File: src/design/ett_pkg.sv
// constants and register map of the eight-bit capture/compare timer
//
// Contract
// - capture one flag on pin edge or period
// - capture one flag cleared by status read, access
// - compare one flag on match, same clearing
// - overflow flag on wrap, cleared via counter
// - shadow counter access never clears overflow
// - capture two flag on pin two edge
// - compare two flag on match, same clearing
// - disable bit freezes prescaler, counter, compare output levels; compare output enables drop low
// - registers stay accessible while disabled
// - status read-only except disable; low bits zero
// - capture one copies counter on event
// - capture two copies counter on event
// - two compare registers, reset zero, always compared
// - counter resets to FCh, both views show it
// - any counter register write resets counter
// - registers at consecutive indices 3C to 44
// - clock select picks prescaler divide
// - shared interrupt from flags and enables
// - pulse-width mode restarts at compare two
package ett_pkg;
  // register indices, byte address is four times the index
  localparam logic [7:0] IDX_CTL_TWO = 8'h3C;
  localparam logic [7:0] IDX_CTL_ONE = 8'h3D;
  localparam logic [7:0] IDX_STATUS = 8'h3E;
  localparam logic [7:0] IDX_CAP_ONE = 8'h3F;
  localparam logic [7:0] IDX_CMP_ONE = 8'h40;
  localparam logic [7:0] IDX_COUNTER = 8'h41;
  localparam logic [7:0] IDX_SHADOW = 8'h42;
  localparam logic [7:0] IDX_CAP_TWO = 8'h43;
  localparam logic [7:0] IDX_CMP_TWO = 8'h44;
  // control two fields
  localparam int C2_PIN1_EN = 7;
  localparam int C2_PIN2_EN = 6;
  localparam int C2_PULSE = 5;
  localparam int C2_PWM = 4;
  localparam int C2_CLK_HI = 3;
  localparam int C2_CLK_LO = 2;
  localparam int C2_EDGE2 = 1;
  localparam logic [7:0] C2_WMASK = 8'hFE;
  // control one fields
  localparam int C1_CAP_IE = 7;
  localparam int C1_CMP_IE = 6;
  localparam int C1_OVF_IE = 5;
  localparam int C1_FORCE2 = 4;
  localparam int C1_FORCE1 = 3;
  localparam int C1_LEVEL2 = 2;
  localparam int C1_EDGE1 = 1;
  localparam int C1_LEVEL1 = 0;
  // status fields; flags sit at bits 7..3 in order below
  localparam int ST_DISABLE = 2;
  localparam int ST_FLAG_LSB = 3;
  localparam int NFLAG = 5;
  localparam int F_CAP1 = 4;
  localparam int F_CMP1 = 3;
  localparam int F_OVF = 2;
  localparam int F_CAP2 = 1;
  localparam int F_CMP2 = 0;
  // reset values
  localparam logic [7:0] CTL_RST = 8'h00;
  localparam logic [7:0] CMP_RST = 8'h00;
  localparam logic [7:0] CNT_RST = 8'hFC;
  localparam logic [7:0] CNT_MAX = 8'hFF;
  localparam logic [7:0] CNT_ZERO = 8'h00;
  // clock select codes
  localparam logic [1:0] CS_DIV4 = 2'h0;
  localparam logic [1:0] CS_DIV2 = 2'h1;
  localparam logic [1:0] CS_DIV8 = 2'h2;
  localparam logic [1:0] CS_SLOW = 2'h3;
  localparam int DIV_TWO = 2;
  localparam int DIV_FOUR = 4;
  localparam int DIV_EIGHT = 8;
  localparam int SLOW_DIV = 8000;

  // register whose access clears a given flag
  function automatic logic [7:0] ett_clear_idx(input int f);
    case (f)
      F_CAP1: ett_clear_idx = IDX_CAP_ONE;
      F_CMP1: ett_clear_idx = IDX_CMP_ONE;
      F_OVF: ett_clear_idx = IDX_COUNTER;
      F_CAP2: ett_clear_idx = IDX_CAP_TWO;
      default: ett_clear_idx = IDX_CMP_TWO;
    endcase
  endfunction
endpackage

File: src/design/ett_prescaler.sv
// prescaler producing the counter tick
`timescale 1ns/1ns
`default_nettype none
module ett_prescaler import ett_pkg::*; #(
  parameter int SLOW_DIVIDE = SLOW_DIV
) (
  // clock and reset
  input wire logic pclk,
  input wire logic presetn,
  // control
  input wire logic run,
  input wire logic [1:0] clock_select,
  // tick out
  output logic tick
);
  initial begin
    if (SLOW_DIVIDE < DIV_EIGHT || SLOW_DIVIDE > 16'hFFFF) begin
      $error("slow divide out of range");
    end
  end
  logic [15:0] div_reg;
  logic [15:0] limit;
  logic [15:0] div_next;
  always_comb begin
    unique case (clock_select)
      CS_DIV4: limit = 16'(DIV_FOUR - 1);
      CS_DIV2: limit = 16'(DIV_TWO - 1);
      CS_DIV8: limit = 16'(DIV_EIGHT - 1);
      CS_SLOW: limit = 16'(SLOW_DIVIDE - 1);
    endcase
    tick = run && (div_reg >= limit);
    div_next = tick ? 16'h0000 : div_reg + 16'h0001;
  end
  // frozen while not running
  always_ff @(posedge pclk or negedge presetn) begin
    if (!presetn) begin
      div_reg <= 16'h0000;
    end else if (run) begin
      div_reg <= div_next;
    end
  end
endmodule
`default_nettype wire

File: src/design/ett_edge.sv
// selectable edge detector for a capture input
`timescale 1ns/1ns
`default_nettype none
module ett_edge (
  // clock and reset
  input wire logic pclk,
  input wire logic presetn,
  // pin and edge choice, 1 selects rising
  input wire logic pin,
  input wire logic rising,
  // one-cycle event
  output logic event_pulse
);
  logic last_reg;
  always_ff @(posedge pclk or negedge presetn) begin
    if (!presetn) begin
      last_reg <= 1'b0;
    end else begin
      last_reg <= pin;
    end
  end
  assign event_pulse = rising ? (pin && !last_reg) : (!pin && last_reg);
endmodule
`default_nettype wire

File: src/design/ett_timer.sv
// eight-bit capture/compare timer with apb register access
//
// The implementer's own choice: the APB slave port.
`timescale 1ns/1ns
`default_nettype none
module ett_timer import ett_pkg::*; #(
  parameter int SLOW_DIVIDE = SLOW_DIV
) (
  // clock and reset
  input wire logic pclk,
  input wire logic presetn,
  // apb slave
  input wire logic psel,
  input wire logic penable,
  input wire logic pwrite,
  input wire logic [11:0] paddr,
  input wire logic [31:0] pwdata,
  output logic [31:0] prdata,
  output logic pready,
  output logic pslverr,
  // capture inputs
  input wire logic capture_one_pin,
  input wire logic capture_two_pin,
  // compare outputs
  output logic compare_one_pin,
  output logic compare_one_oe,
  output logic compare_two_pin,
  output logic compare_two_oe,
  // shared interrupt
  output logic timer_irq
);
  initial begin
    if (SLOW_DIVIDE < DIV_EIGHT) begin
      $error("slow divide too small");
    end
  end

  // registers
  logic [7:0] control_two_reg;
  logic [7:0] control_one_reg;
  logic timer_disable_reg;
  logic [NFLAG-1:0] flag_reg;
  logic [NFLAG-1:0] arm_reg;
  logic [7:0] capture_one_value_reg;
  logic [7:0] capture_two_value_reg;
  logic [7:0] compare_one_value_reg;
  logic [7:0] compare_two_value_reg;
  logic [7:0] counter_reg;
  logic moved_reg;
  logic pin1_reg;
  logic pin2_reg;
  logic [31:0] rdata_reg;

  // bus decode
  logic [7:0] idx;
  logic mapped;
  logic setup;
  logic access;
  logic wr;
  logic rd;
  logic [7:0] timer_status;

  assign idx = paddr[9:2];
  assign mapped = (paddr[11:10] == 2'h0) && (paddr[1:0] == 2'h0) &&
                  (idx >= IDX_CTL_TWO) && (idx <= IDX_CMP_TWO);
  assign setup = psel && !penable;
  assign access = psel && penable && mapped;
  assign wr = access && pwrite;
  assign rd = access && !pwrite;
  assign pready = 1'b1;
  assign pslverr = psel && penable && !mapped;
  assign prdata = rdata_reg;

  // status view, low two bits read zero
  assign timer_status = {flag_reg, timer_disable_reg, 2'h0};

  // derived controls
  logic pwm_mode;
  logic run;
  logic tick;
  assign pwm_mode = control_two_reg[C2_PWM];
  assign run = !timer_disable_reg;

  ett_prescaler #(
    .SLOW_DIVIDE(SLOW_DIVIDE)
  ) u_prescaler (
    .pclk(pclk),
    .presetn(presetn),
    .run(run),
    .clock_select(control_two_reg[C2_CLK_HI:C2_CLK_LO]),
    .tick(tick)
  );

  // capture edge detectors
  logic cap1_edge;
  logic cap2_edge;
  ett_edge u_edge_one (
    .pclk(pclk),
    .presetn(presetn),
    .pin(capture_one_pin),
    .rising(control_one_reg[C1_EDGE1]),
    .event_pulse(cap1_edge)
  );
  ett_edge u_edge_two (
    .pclk(pclk),
    .presetn(presetn),
    .pin(capture_two_pin),
    .rising(control_two_reg[C2_EDGE2]),
    .event_pulse(cap2_edge)
  );

  // read data captured in the setup phase
  logic [7:0] rd_byte;
  always_comb begin
    unique case (idx)
      IDX_CTL_TWO: rd_byte = control_two_reg & C2_WMASK;
      IDX_CTL_ONE: rd_byte = control_one_reg;
      IDX_STATUS: rd_byte = timer_status;
      IDX_CAP_ONE: rd_byte = capture_one_value_reg;
      IDX_CMP_ONE: rd_byte = compare_one_value_reg;
      IDX_COUNTER: rd_byte = counter_reg;
      IDX_SHADOW: rd_byte = counter_reg;
      IDX_CAP_TWO: rd_byte = capture_two_value_reg;
      IDX_CMP_TWO: rd_byte = compare_two_value_reg;
      default: rd_byte = 8'h00;
    endcase
  end

  always_ff @(posedge pclk or negedge presetn) begin
    if (!presetn) begin
      rdata_reg <= 32'h0000_0000;
    end else if (setup) begin
      rdata_reg <= mapped && !pwrite ? {24'h00_0000, rd_byte} : 32'h0000_0000;
    end
  end

  // control writes, allowed whether or not the timer runs
  always_ff @(posedge pclk or negedge presetn) begin
    if (!presetn) begin
      control_two_reg <= CTL_RST;
      control_one_reg <= CTL_RST;
      timer_disable_reg <= 1'b0;
    end else if (wr) begin
      if (idx == IDX_CTL_TWO) begin
        control_two_reg <= pwdata[7:0] & C2_WMASK;
      end
      if (idx == IDX_CTL_ONE) begin
        control_one_reg <= pwdata[7:0];
      end
      if (idx == IDX_STATUS) begin
        timer_disable_reg <= pwdata[ST_DISABLE];
      end
    end
  end

  // compare registers
  always_ff @(posedge pclk or negedge presetn) begin
    if (!presetn) begin
      compare_one_value_reg <= CMP_RST;
      compare_two_value_reg <= CMP_RST;
    end else if (wr) begin
      if (idx == IDX_CMP_ONE) begin
        compare_one_value_reg <= pwdata[7:0];
      end
      if (idx == IDX_CMP_TWO) begin
        compare_two_value_reg <= pwdata[7:0];
      end
    end
  end

  // counter
  logic cnt_wr;
  logic period_end;
  assign cnt_wr = wr && (idx == IDX_COUNTER || idx == IDX_SHADOW);
  assign period_end = tick && pwm_mode && (counter_reg == compare_two_value_reg);

  always_ff @(posedge pclk or negedge presetn) begin
    if (!presetn) begin
      counter_reg <= CNT_RST;
    end else if (cnt_wr) begin
      counter_reg <= CNT_RST;
    end else if (period_end) begin
      counter_reg <= CNT_ZERO;
    end else if (tick) begin
      counter_reg <= counter_reg + 8'h01;
    end
  end

  // marks a counter value freshly reached, so a match fires once
  always_ff @(posedge pclk or negedge presetn) begin
    if (!presetn) begin
      moved_reg <= 1'b0;
    end else begin
      moved_reg <= tick && !cnt_wr;
    end
  end

  // events
  logic match1;
  logic match2;
  logic wrap;
  logic cap1_evt;
  logic cap2_evt;
  logic [NFLAG-1:0] set_vec;
  assign match1 = moved_reg && (counter_reg == compare_one_value_reg);
  assign match2 = moved_reg && (counter_reg == compare_two_value_reg);
  assign wrap = tick && !period_end && (counter_reg == CNT_MAX);
  assign cap1_evt = cap1_edge && !pwm_mode;
  assign cap2_evt = cap2_edge;

  always_comb begin
    set_vec = '0;
    set_vec[F_CAP1] = cap1_evt || period_end;
    set_vec[F_CMP1] = match1 && !pwm_mode;
    set_vec[F_OVF] = wrap;
    set_vec[F_CAP2] = cap2_evt;
    set_vec[F_CMP2] = match2 && !pwm_mode;
  end

  // capture values
  always_ff @(posedge pclk or negedge presetn) begin
    if (!presetn) begin
      capture_one_value_reg <= 8'h00;
      capture_two_value_reg <= 8'h00;
    end else begin
      if (cap1_evt) begin
        capture_one_value_reg <= counter_reg;
      end
      if (cap2_evt) begin
        capture_two_value_reg <= counter_reg;
      end
    end
  end

  // flag clear: armed by status read, fired by matching access
  logic [NFLAG-1:0] clr_vec;
  always_comb begin
    clr_vec = '0;
    for (int f = 0; f < NFLAG; f++) begin
      clr_vec[f] = arm_reg[f] && access && (idx == ett_clear_idx(f));
    end
  end

  always_ff @(posedge pclk or negedge presetn) begin
    if (!presetn) begin
      arm_reg <= '0;
    end else begin
      for (int f = 0; f < NFLAG; f++) begin
        if (rd && idx == IDX_STATUS && rdata_reg[ST_FLAG_LSB + f]) begin
          arm_reg[f] <= 1'b1;
        end else if (clr_vec[f]) begin
          arm_reg[f] <= 1'b0;
        end
      end
    end
  end

  // set beats clear in the same cycle
  always_ff @(posedge pclk or negedge presetn) begin
    if (!presetn) begin
      flag_reg <= '0;
    end else begin
      for (int f = 0; f < NFLAG; f++) begin
        if (set_vec[f]) begin
          flag_reg[f] <= 1'b1;
        end else if (clr_vec[f]) begin
          flag_reg[f] <= 1'b0;
        end
      end
    end
  end

  // compare output levels, held while disabled
  always_ff @(posedge pclk or negedge presetn) begin
    if (!presetn) begin
      pin1_reg <= 1'b0;
    end else if (run) begin
      if (control_one_reg[C1_FORCE1]) begin
        pin1_reg <= control_one_reg[C1_LEVEL1];
      end else if (pwm_mode && period_end) begin
        pin1_reg <= control_one_reg[C1_LEVEL2];
      end else if (match1) begin
        pin1_reg <= control_one_reg[C1_LEVEL1];
      end
    end
  end

  always_ff @(posedge pclk or negedge presetn) begin
    if (!presetn) begin
      pin2_reg <= 1'b0;
    end else if (run) begin
      if (control_one_reg[C1_FORCE2]) begin
        pin2_reg <= control_one_reg[C1_LEVEL2];
      end else if (match2 && !pwm_mode) begin
        pin2_reg <= control_one_reg[C1_LEVEL2];
      end
    end
  end

  assign compare_one_pin = pin1_reg;
  assign compare_two_pin = pin2_reg;
  assign compare_one_oe = control_two_reg[C2_PIN1_EN] && run;
  assign compare_two_oe = control_two_reg[C2_PIN2_EN] && run;

  // shared interrupt
  assign timer_irq =
    (control_one_reg[C1_CAP_IE] && (flag_reg[F_CAP1] || flag_reg[F_CAP2])) ||
    (control_one_reg[C1_CMP_IE] && (flag_reg[F_CMP1] || flag_reg[F_CMP2])) ||
    (control_one_reg[C1_OVF_IE] && flag_reg[F_OVF]);
endmodule
`default_nettype wire

File: config.mk
export PLATFORM = sky130hd
export DESIGN_NAME = ett_timer
export DESIGN_NICKNAME = d
export VERILOG_FILES = /design/src/design/ett_pkg.sv /design/src/design/ett_prescaler.sv /design/src/design/ett_edge.sv /design/src/design/ett_timer.sv
export SDC_FILE = /design/constraint.sdc
export NUM_CORES = 1
export LEC_CHECK = 0
export BUFFER_PORTS_ARGS = -buffer_cell sky130_fd_sc_hd__buf_2
export CORE_MARGIN = 2
export CORE_UTILIZATION = 40
export DETAILED_ROUTE_END_ITERATION = 12
export PLACE_DENSITY = 0.6
export SLEW_MARGIN = 20
export SYNTH_ARGS = -nofsm -noshare
export SYNTH_HDL_FRONTEND = slang
export SYNTH_SLANG_ARGS = --single-unit
File: constraint.sdc
create_clock -name pclk -period 4 [get_ports pclk]
set_clock_uncertainty 0.05 [all_clocks]
set_input_delay 0.2 -clock pclk [delete_from_list [all_inputs] [get_ports pclk]]
set_output_delay 0.2 -clock pclk [all_outputs]
set_load 0.02 [all_outputs]
# == After elaboration in Yosys (flattened, before gate mapping) ==
# Cells that the tools add are included.
# totals
register_bits,119
inputBits,51
output_inout_bits,39
elab_cells,164
# op_classes
n_addsub,2
magnitude_cmp,3
eq_ne,15
mux,29
bitwise_logic,1
n_reduce_logical,89
# op_table
cell,n
$pmux W16 S4,1
$pmux W8 S8,1
$logic_and A1 B1 Y1,48
$eq A8 B7 Y1 const B,5
$eq A8 B6 Y1 const B,4
$mux W8,4
$mux W1,22
$reduce_bool A2 Y1,11
$add A16 B1 Y16 const B,1
$eq A8 B8 Y1,2
$ge A16 B16 Y1,1
$mux W16,1
$reduce_and A2 Y1,7
$logic_not A1 Y1,11
$add A8 B1 Y8 const B,1
$eq A8 B8 Y1 const B,1
$ge A8 B6 Y1 const B,1
$le A8 B7 Y1 const B,1
$logic_not A2 Y1,3
$logic_or A1 B1 Y1,6
$reduce_bool A3 Y1,2
$eq A2 B2 Y1 const B,2
$eq A2 B1 Y1 const B,1
$reduce_or A2 Y1,1
$not A1 Y1,1

# == Longest topological paths before layout ==
# logic_depth
ltp_word,10
ltp_mapped,9
depth_no_buf,8

# == By module ==
# A second synthesis with hierarchy kept.
# hier_totals
cells_unflattened,500
hier_area_um2,5341.4
# modules_own_cells
module,n_inst,cells_each,area_per_inst_um2,seq_area_each_um2
ett_timer,1,383,4234.1,1934.4
ett_prescaler,1,109,1012.2,400.4
ett_edge,2,4,47.5,25.0

# == Least setup slack after synthesis ==
# OpenSTA, ideal clock, no wires.
# synth_timing
kind,register to register
startpoint,register control_two_reg[3]
endpoint,"register pin1_reg, in the netlist compare_one_pin"
setup_time_ns,0.125
arrival_ns,2.653
required_time_ns,3.825
slack_ns,1.172
path_stages_with_launch,9
path_buffers,0
period_less_slack_ns,2.828
cell_sequence,dfrtp_1 > nand2_1 > ha_1 > nand3_1 > nor4_1 > o2111ai_2 > a2111oi_0 > mux2_2 > mux2_2
# synth_via
elab_chain_cells,9
word_cells_on_any_way,14
classes_between,order compare (1); eq/ne (3); mux (3); reduce/logical (7)
# synth_lines
element,line,text
from (decl),ett_timer.sv:39,logic [7:0] control_two_reg;
from (signal assigned),ett_timer.sv:145,control_two_reg <= pwdata[7:0] & C2_WMASK;
$eq A2 B2 Y1 (tied with other cells),ett_prescaler.sv:25,unique case (clock_select)
$pmux W16 S4 *,ett_prescaler.sv:25,
$ge A16 B16 Y1 *,ett_prescaler.sv:31,tick = run && (div_reg >= limit);
$logic_and A1 B1 Y1 *,ett_prescaler.sv:31,
$logic_and A1 B1 Y1 * (2 in a row),ett_timer.sv:175,assign period_end = tick && pwm_mode && (counter_reg == compare_two_value_reg);
$logic_and A1 B1 Y1 *,ett_timer.sv:280,end else if (pwm_mode && period_end) begin
$reduce_bool A3 Y1 (no source line) / $mux W1 (equally long branches),n/a,
$reduce_and A2 Y1 (no source line) / $mux W1 (equally long branches),n/a,
to (signal assigned),ett_timer.sv:279,pin1_reg <= control_one_reg[C1_LEVEL1];
to (signal assigned),ett_timer.sv:281,pin1_reg <= control_one_reg[C1_LEVEL2];
to (signal assigned),ett_timer.sv:283,pin1_reg <= control_one_reg[C1_LEVEL1];
to (decl),ett_timer.sv:50,logic pin1_reg;
# Mark *: on every way between the ends. The rest lies on a longest branch, timed or not. The select of a mux whose other input is x is not followed.
# A chain may end at the register's enable or synchronous reset.

# == Final worst setup path ==
# layout_timing
startpoint,register control_two_reg[3]
endpoint,register u_prescaler.div_reg[3]
# layout_via
elab_chain_cells,5
word_cells_on_any_way,8
classes_between,order compare (1); eq/ne (3); mux (2); reduce/logical (2)
# layout_lines
element,line,text
$eq A2 B2 Y1 (tied with other cells),ett_prescaler.sv:25,
$pmux W16 S4 *,ett_prescaler.sv:25,
$ge A16 B16 Y1 *,ett_prescaler.sv:31,
$logic_and A1 B1 Y1 *,ett_prescaler.sv:31,
$mux W16 *,ett_prescaler.sv:32,div_next = tick ? 16'h0000 : div_reg + 16'h0001;
to (signal assigned),ett_prescaler.sv:39,div_reg <= div_next;
to (decl),ett_prescaler.sv:21,logic [15:0] div_reg;
# Marked as above.

==> key figures <==
Floorplan
  • Die X: 120 µm
  • Cell Rows: 42
  • Starting Density: 0.407
  • Core Area: 13200 µm²
  • IO Pins: 90
  • Die Y: 120 µm
  • Die area: 14400 µm²

Layout
  • Post-layout nets: 590
  • P&R area growth vs syn: 11.3%
  • Max reg flops: 16
  • Share of cells above drive strength 1: 0.265
  • Ant. Diodes: 0
  • Final cell count without fillers: 708

Min path
  • Hold EP: compare_one_value_reg[0]$_DFFE_PN0P_
  • Hold path cells: 2
  • Hold WC Path Type: in2reg
  • Hold_sp: pwdata[0]

Worst setup path
  • R2R Path Start: control_two_reg[3]$_DFFE_PN0P_
  • Crit path DAT: 3.43 ns
  • Critical Path End Type: flop
  • Crit path required time: 4.19 ns
  • R2r endpoint: u_prescaler.div_reg[3]$_DFFE_PN0N_
  • Type of origin of the critical path: flop
  • Flop2flop setup slack: 0.76 ns
  • Worst Path Max Fanout: 10
  • Crit Path Class: reg2reg
  • Depth of the worst register-to-register path: 8

Routing
  • Routed wire per std cell: 18.3 µm
  • Vias per inst: 5.55
  • Drt drc: 0
  • Via count: 3928
  • Router iterations before antenna repair: 5
  • Initial DRC count: 316
  • Antenna-violating nets left: 0
  • Final wirelength: 12900 µm

STA
  • Final setup fails: 0
  • RSZ-0062 raised after global routing: false
  • Final slew viol count: 0
  • Fin. Hold Viols: 0
  • Max Freq: 309 MHz
  • Setup ws final: 0.760 ns
  • Max transition margin: 0.332
  • Worst-margin pin slew: 0.998 ns
  • Final Critical Period: 3.24 ns
  • Final Cycle Share: 0.810
  • Setup total negative slack: 0 ns
  • Hold WS: 0.0692 ns

Synth
  • Mapped Cells: 498
  • Syn Std Cell Area: 5370 µm²
  • Synth area leaders: dfrtp_1 41%, mux2_2 13%, buf_4 3.6%
  • Number of synthesized register bits: 95
  • Top FF cell, synth: dfrtp_1
  • EDFF count, synth: 0
  • Synth top area share: 0.415
  • Top-count cell post-synth: dfrtp_1
  • Yosys warning count: 0
  • Unique masters post-synth: 58
  • Avg Cell Area, Syn: 10.8 µm²
  • Register area share after synthesis: 0.444
  • Post-synth top cells: 89 x dfrtp_1, 60 x mux2_2, 41 x nand2_1
  • Synth area leader: dfrtp_1
  • Asr flop ratio synth: 1.00

Global routing
  • GRT Residual Overflow: 0
  • First-pass GRT wire length: 21200 µm
  • GRT Util Overall: 0.190
  • Vias in the first global route: 3847
  • Antenna violations before repair: 0
  • Largest net degree at the start of global routing: 63

Placement
  • Pre-CTS setup slack: 0.758 ns
  • GP Congestion: 0.837
  • IO buf count: 40
  • Placed Cells: 689
  • Post-DP HPWL: 9100 µm

Power
  • VDD IR max: 0.236 mV
  • Switching part of the total power: 0.313
  • Clk network pwr share: 0.339
  • Internal power: 0.00204 W
  • Flop pwr share: 0.436
  • Overall Power: 0.00296 W
  • Combinational Power Share: 0.225
  • Power density over the cells: 496 nW/µm²
  • Net Switching: 0.000928 W
  • Leakage: 2.74 nW

CTS
  • Number of H-tree levels: 3
  • CTS Root Cell: clkbuf_16
  • Clk buf depth: 2
  • Worst skew pair latency: 0.35 ns
  • CTS Sinks: 95
  • Reg clk slew, reported paths: 0.07 ns
  • Cts repair resizes: 0
  • CTS tree: done
  • CTS Buf Count: 9

Status
  • Status: finished clean

Job
  • Max Cap Viol: 0
## worst max-delay path, cell delays in order (launching register included)
cell       delay, ns
dfrtp_1         0.43
nand2_1         0.24
ha_1            0.39
a2111oi_0       0.49
o21ai_0         0.22
o2111ai_2       0.44
and2_0          0.42
nand2_1         0.20
o31ai_1         0.26
## worst max-delay path by stage
stage,slack (ns),endpoint,startpoint
6_report,0.76,u_prescaler.div_reg[3]$_DFFE_PN0N_,control_two_reg[3]$_DFFE_PN0P_
3_3_place_gp,0.79,compare_one_pin$_DFFE_PN0P_,control_two_reg[3]$_DFFE_PN0P_
4_1_cts,0.74,compare_one_pin$_DFFE_PN0P_,control_two_reg[3]$_DFFE_PN0P_
3_5_place_dp,0.76,compare_one_pin$_DFFE_PN0P_,control_two_reg[3]$_DFFE_PN0P_
5_1_grt,0.43,u_prescaler.div_reg[3]$_DFFE_PN0N_,control_two_reg[3]$_DFFE_PN0P_
2_1_floorplan,1.17,compare_one_pin$_DFFE_PN0P_,control_two_reg[3]$_DFFE_PN0P_
## cell usage in the layout, fill, tap and decap left out, types with 3 or more instances in the layout
cell,n
a21oi_1,8
mux4_2,4
dfrtp_1,89
nor3_1,5
mux2i_1,9
nor4_1,4
dfstp_2,6
xnor2_1,11
bufinv_16,3
o31ai_1,6
nand2b_1,5
inv_1,11
o21ai_0,22
conb_1,25
a221o_1,5
xor2_1,13
dlygate4sd3_1,3
clkbuf_16,9
buf_4,5
a22oi_1,7
o211ai_1,6
and3_1,9
nand3_1,18
ha_1,12
nand4_1,7
a22o_1,11
mux2_2,60
nand2_1,41
nor2b_1,8
a21o_1,4
a211o_1,4
buf_2,39
nor2_1,24
## layer usage
layer / vias to the layer above / global-route usage / wire [µm]
li1: 1816 / - / -
met1: 1974 / 0.273 / 6180
met2: 119 / 0.293 / 5820
met3: 19 / 0.0361 / 711
met4: 0 / 0.0551 / 216
met5: - / 0 / 0
## final cells by class
class	count	area (µm²)
clock inverters	6	115
repair buffers	47	263
inverters	11	41.3
multi-input cells	363	2730
flip-flops and latches	95	2380
clock buffers	10	229
fillers	1217	7210
well taps	176	220
## power by group through the flow
stage / clock network (W) / logic, W / registers [W]
after floorplan: 0 / 0.000618 / 0.00118
after global routing: 0.00107 / 0.000751 / 0.00131
after global placement: 0 / 0.000646 / 0.00129
after CTS: 0.00102 / 0.000675 / 0.00129
after detailed placement: 0 / 0.000664 / 0.00130
final: 0.00100 / 0.000668 / 0.00129
## per-stage QoR
step / utilization / area [µm²]
after floorplan: - / 5460
after global placement: 0.425 / 5610
after detailed placement: 0.425 / 5610
after CTS: 0.453 / 5980
after global routing: 0.453 / 5980
final: 0.453 / 5980
## cells by family after synthesis
kind of cell,Yosys count,synth area share
XOR/XNOR,24,0.0391
AND/OR/NAND/NOR,139,0.137
buffers and inverters,63,0.0657
flip-flops,95,0.444
multiplexers,73,0.159
other,2,0.00140
adder cells (fa/ha/maj),12,0.0279
AO/OA/AOI/OAI,90,0.126
## repair_timing
| item | 4_1_cts | 5_1_grt |
|---|---|---|
| endpoints found under the setup margin | 0 | 0 |
| hold buffers | 3 | 0 |
| buffers inserted | 0 | 0 |
| endpoints found under the hold margin | 57 | 0 |
(Power assumes the default switching activity.)
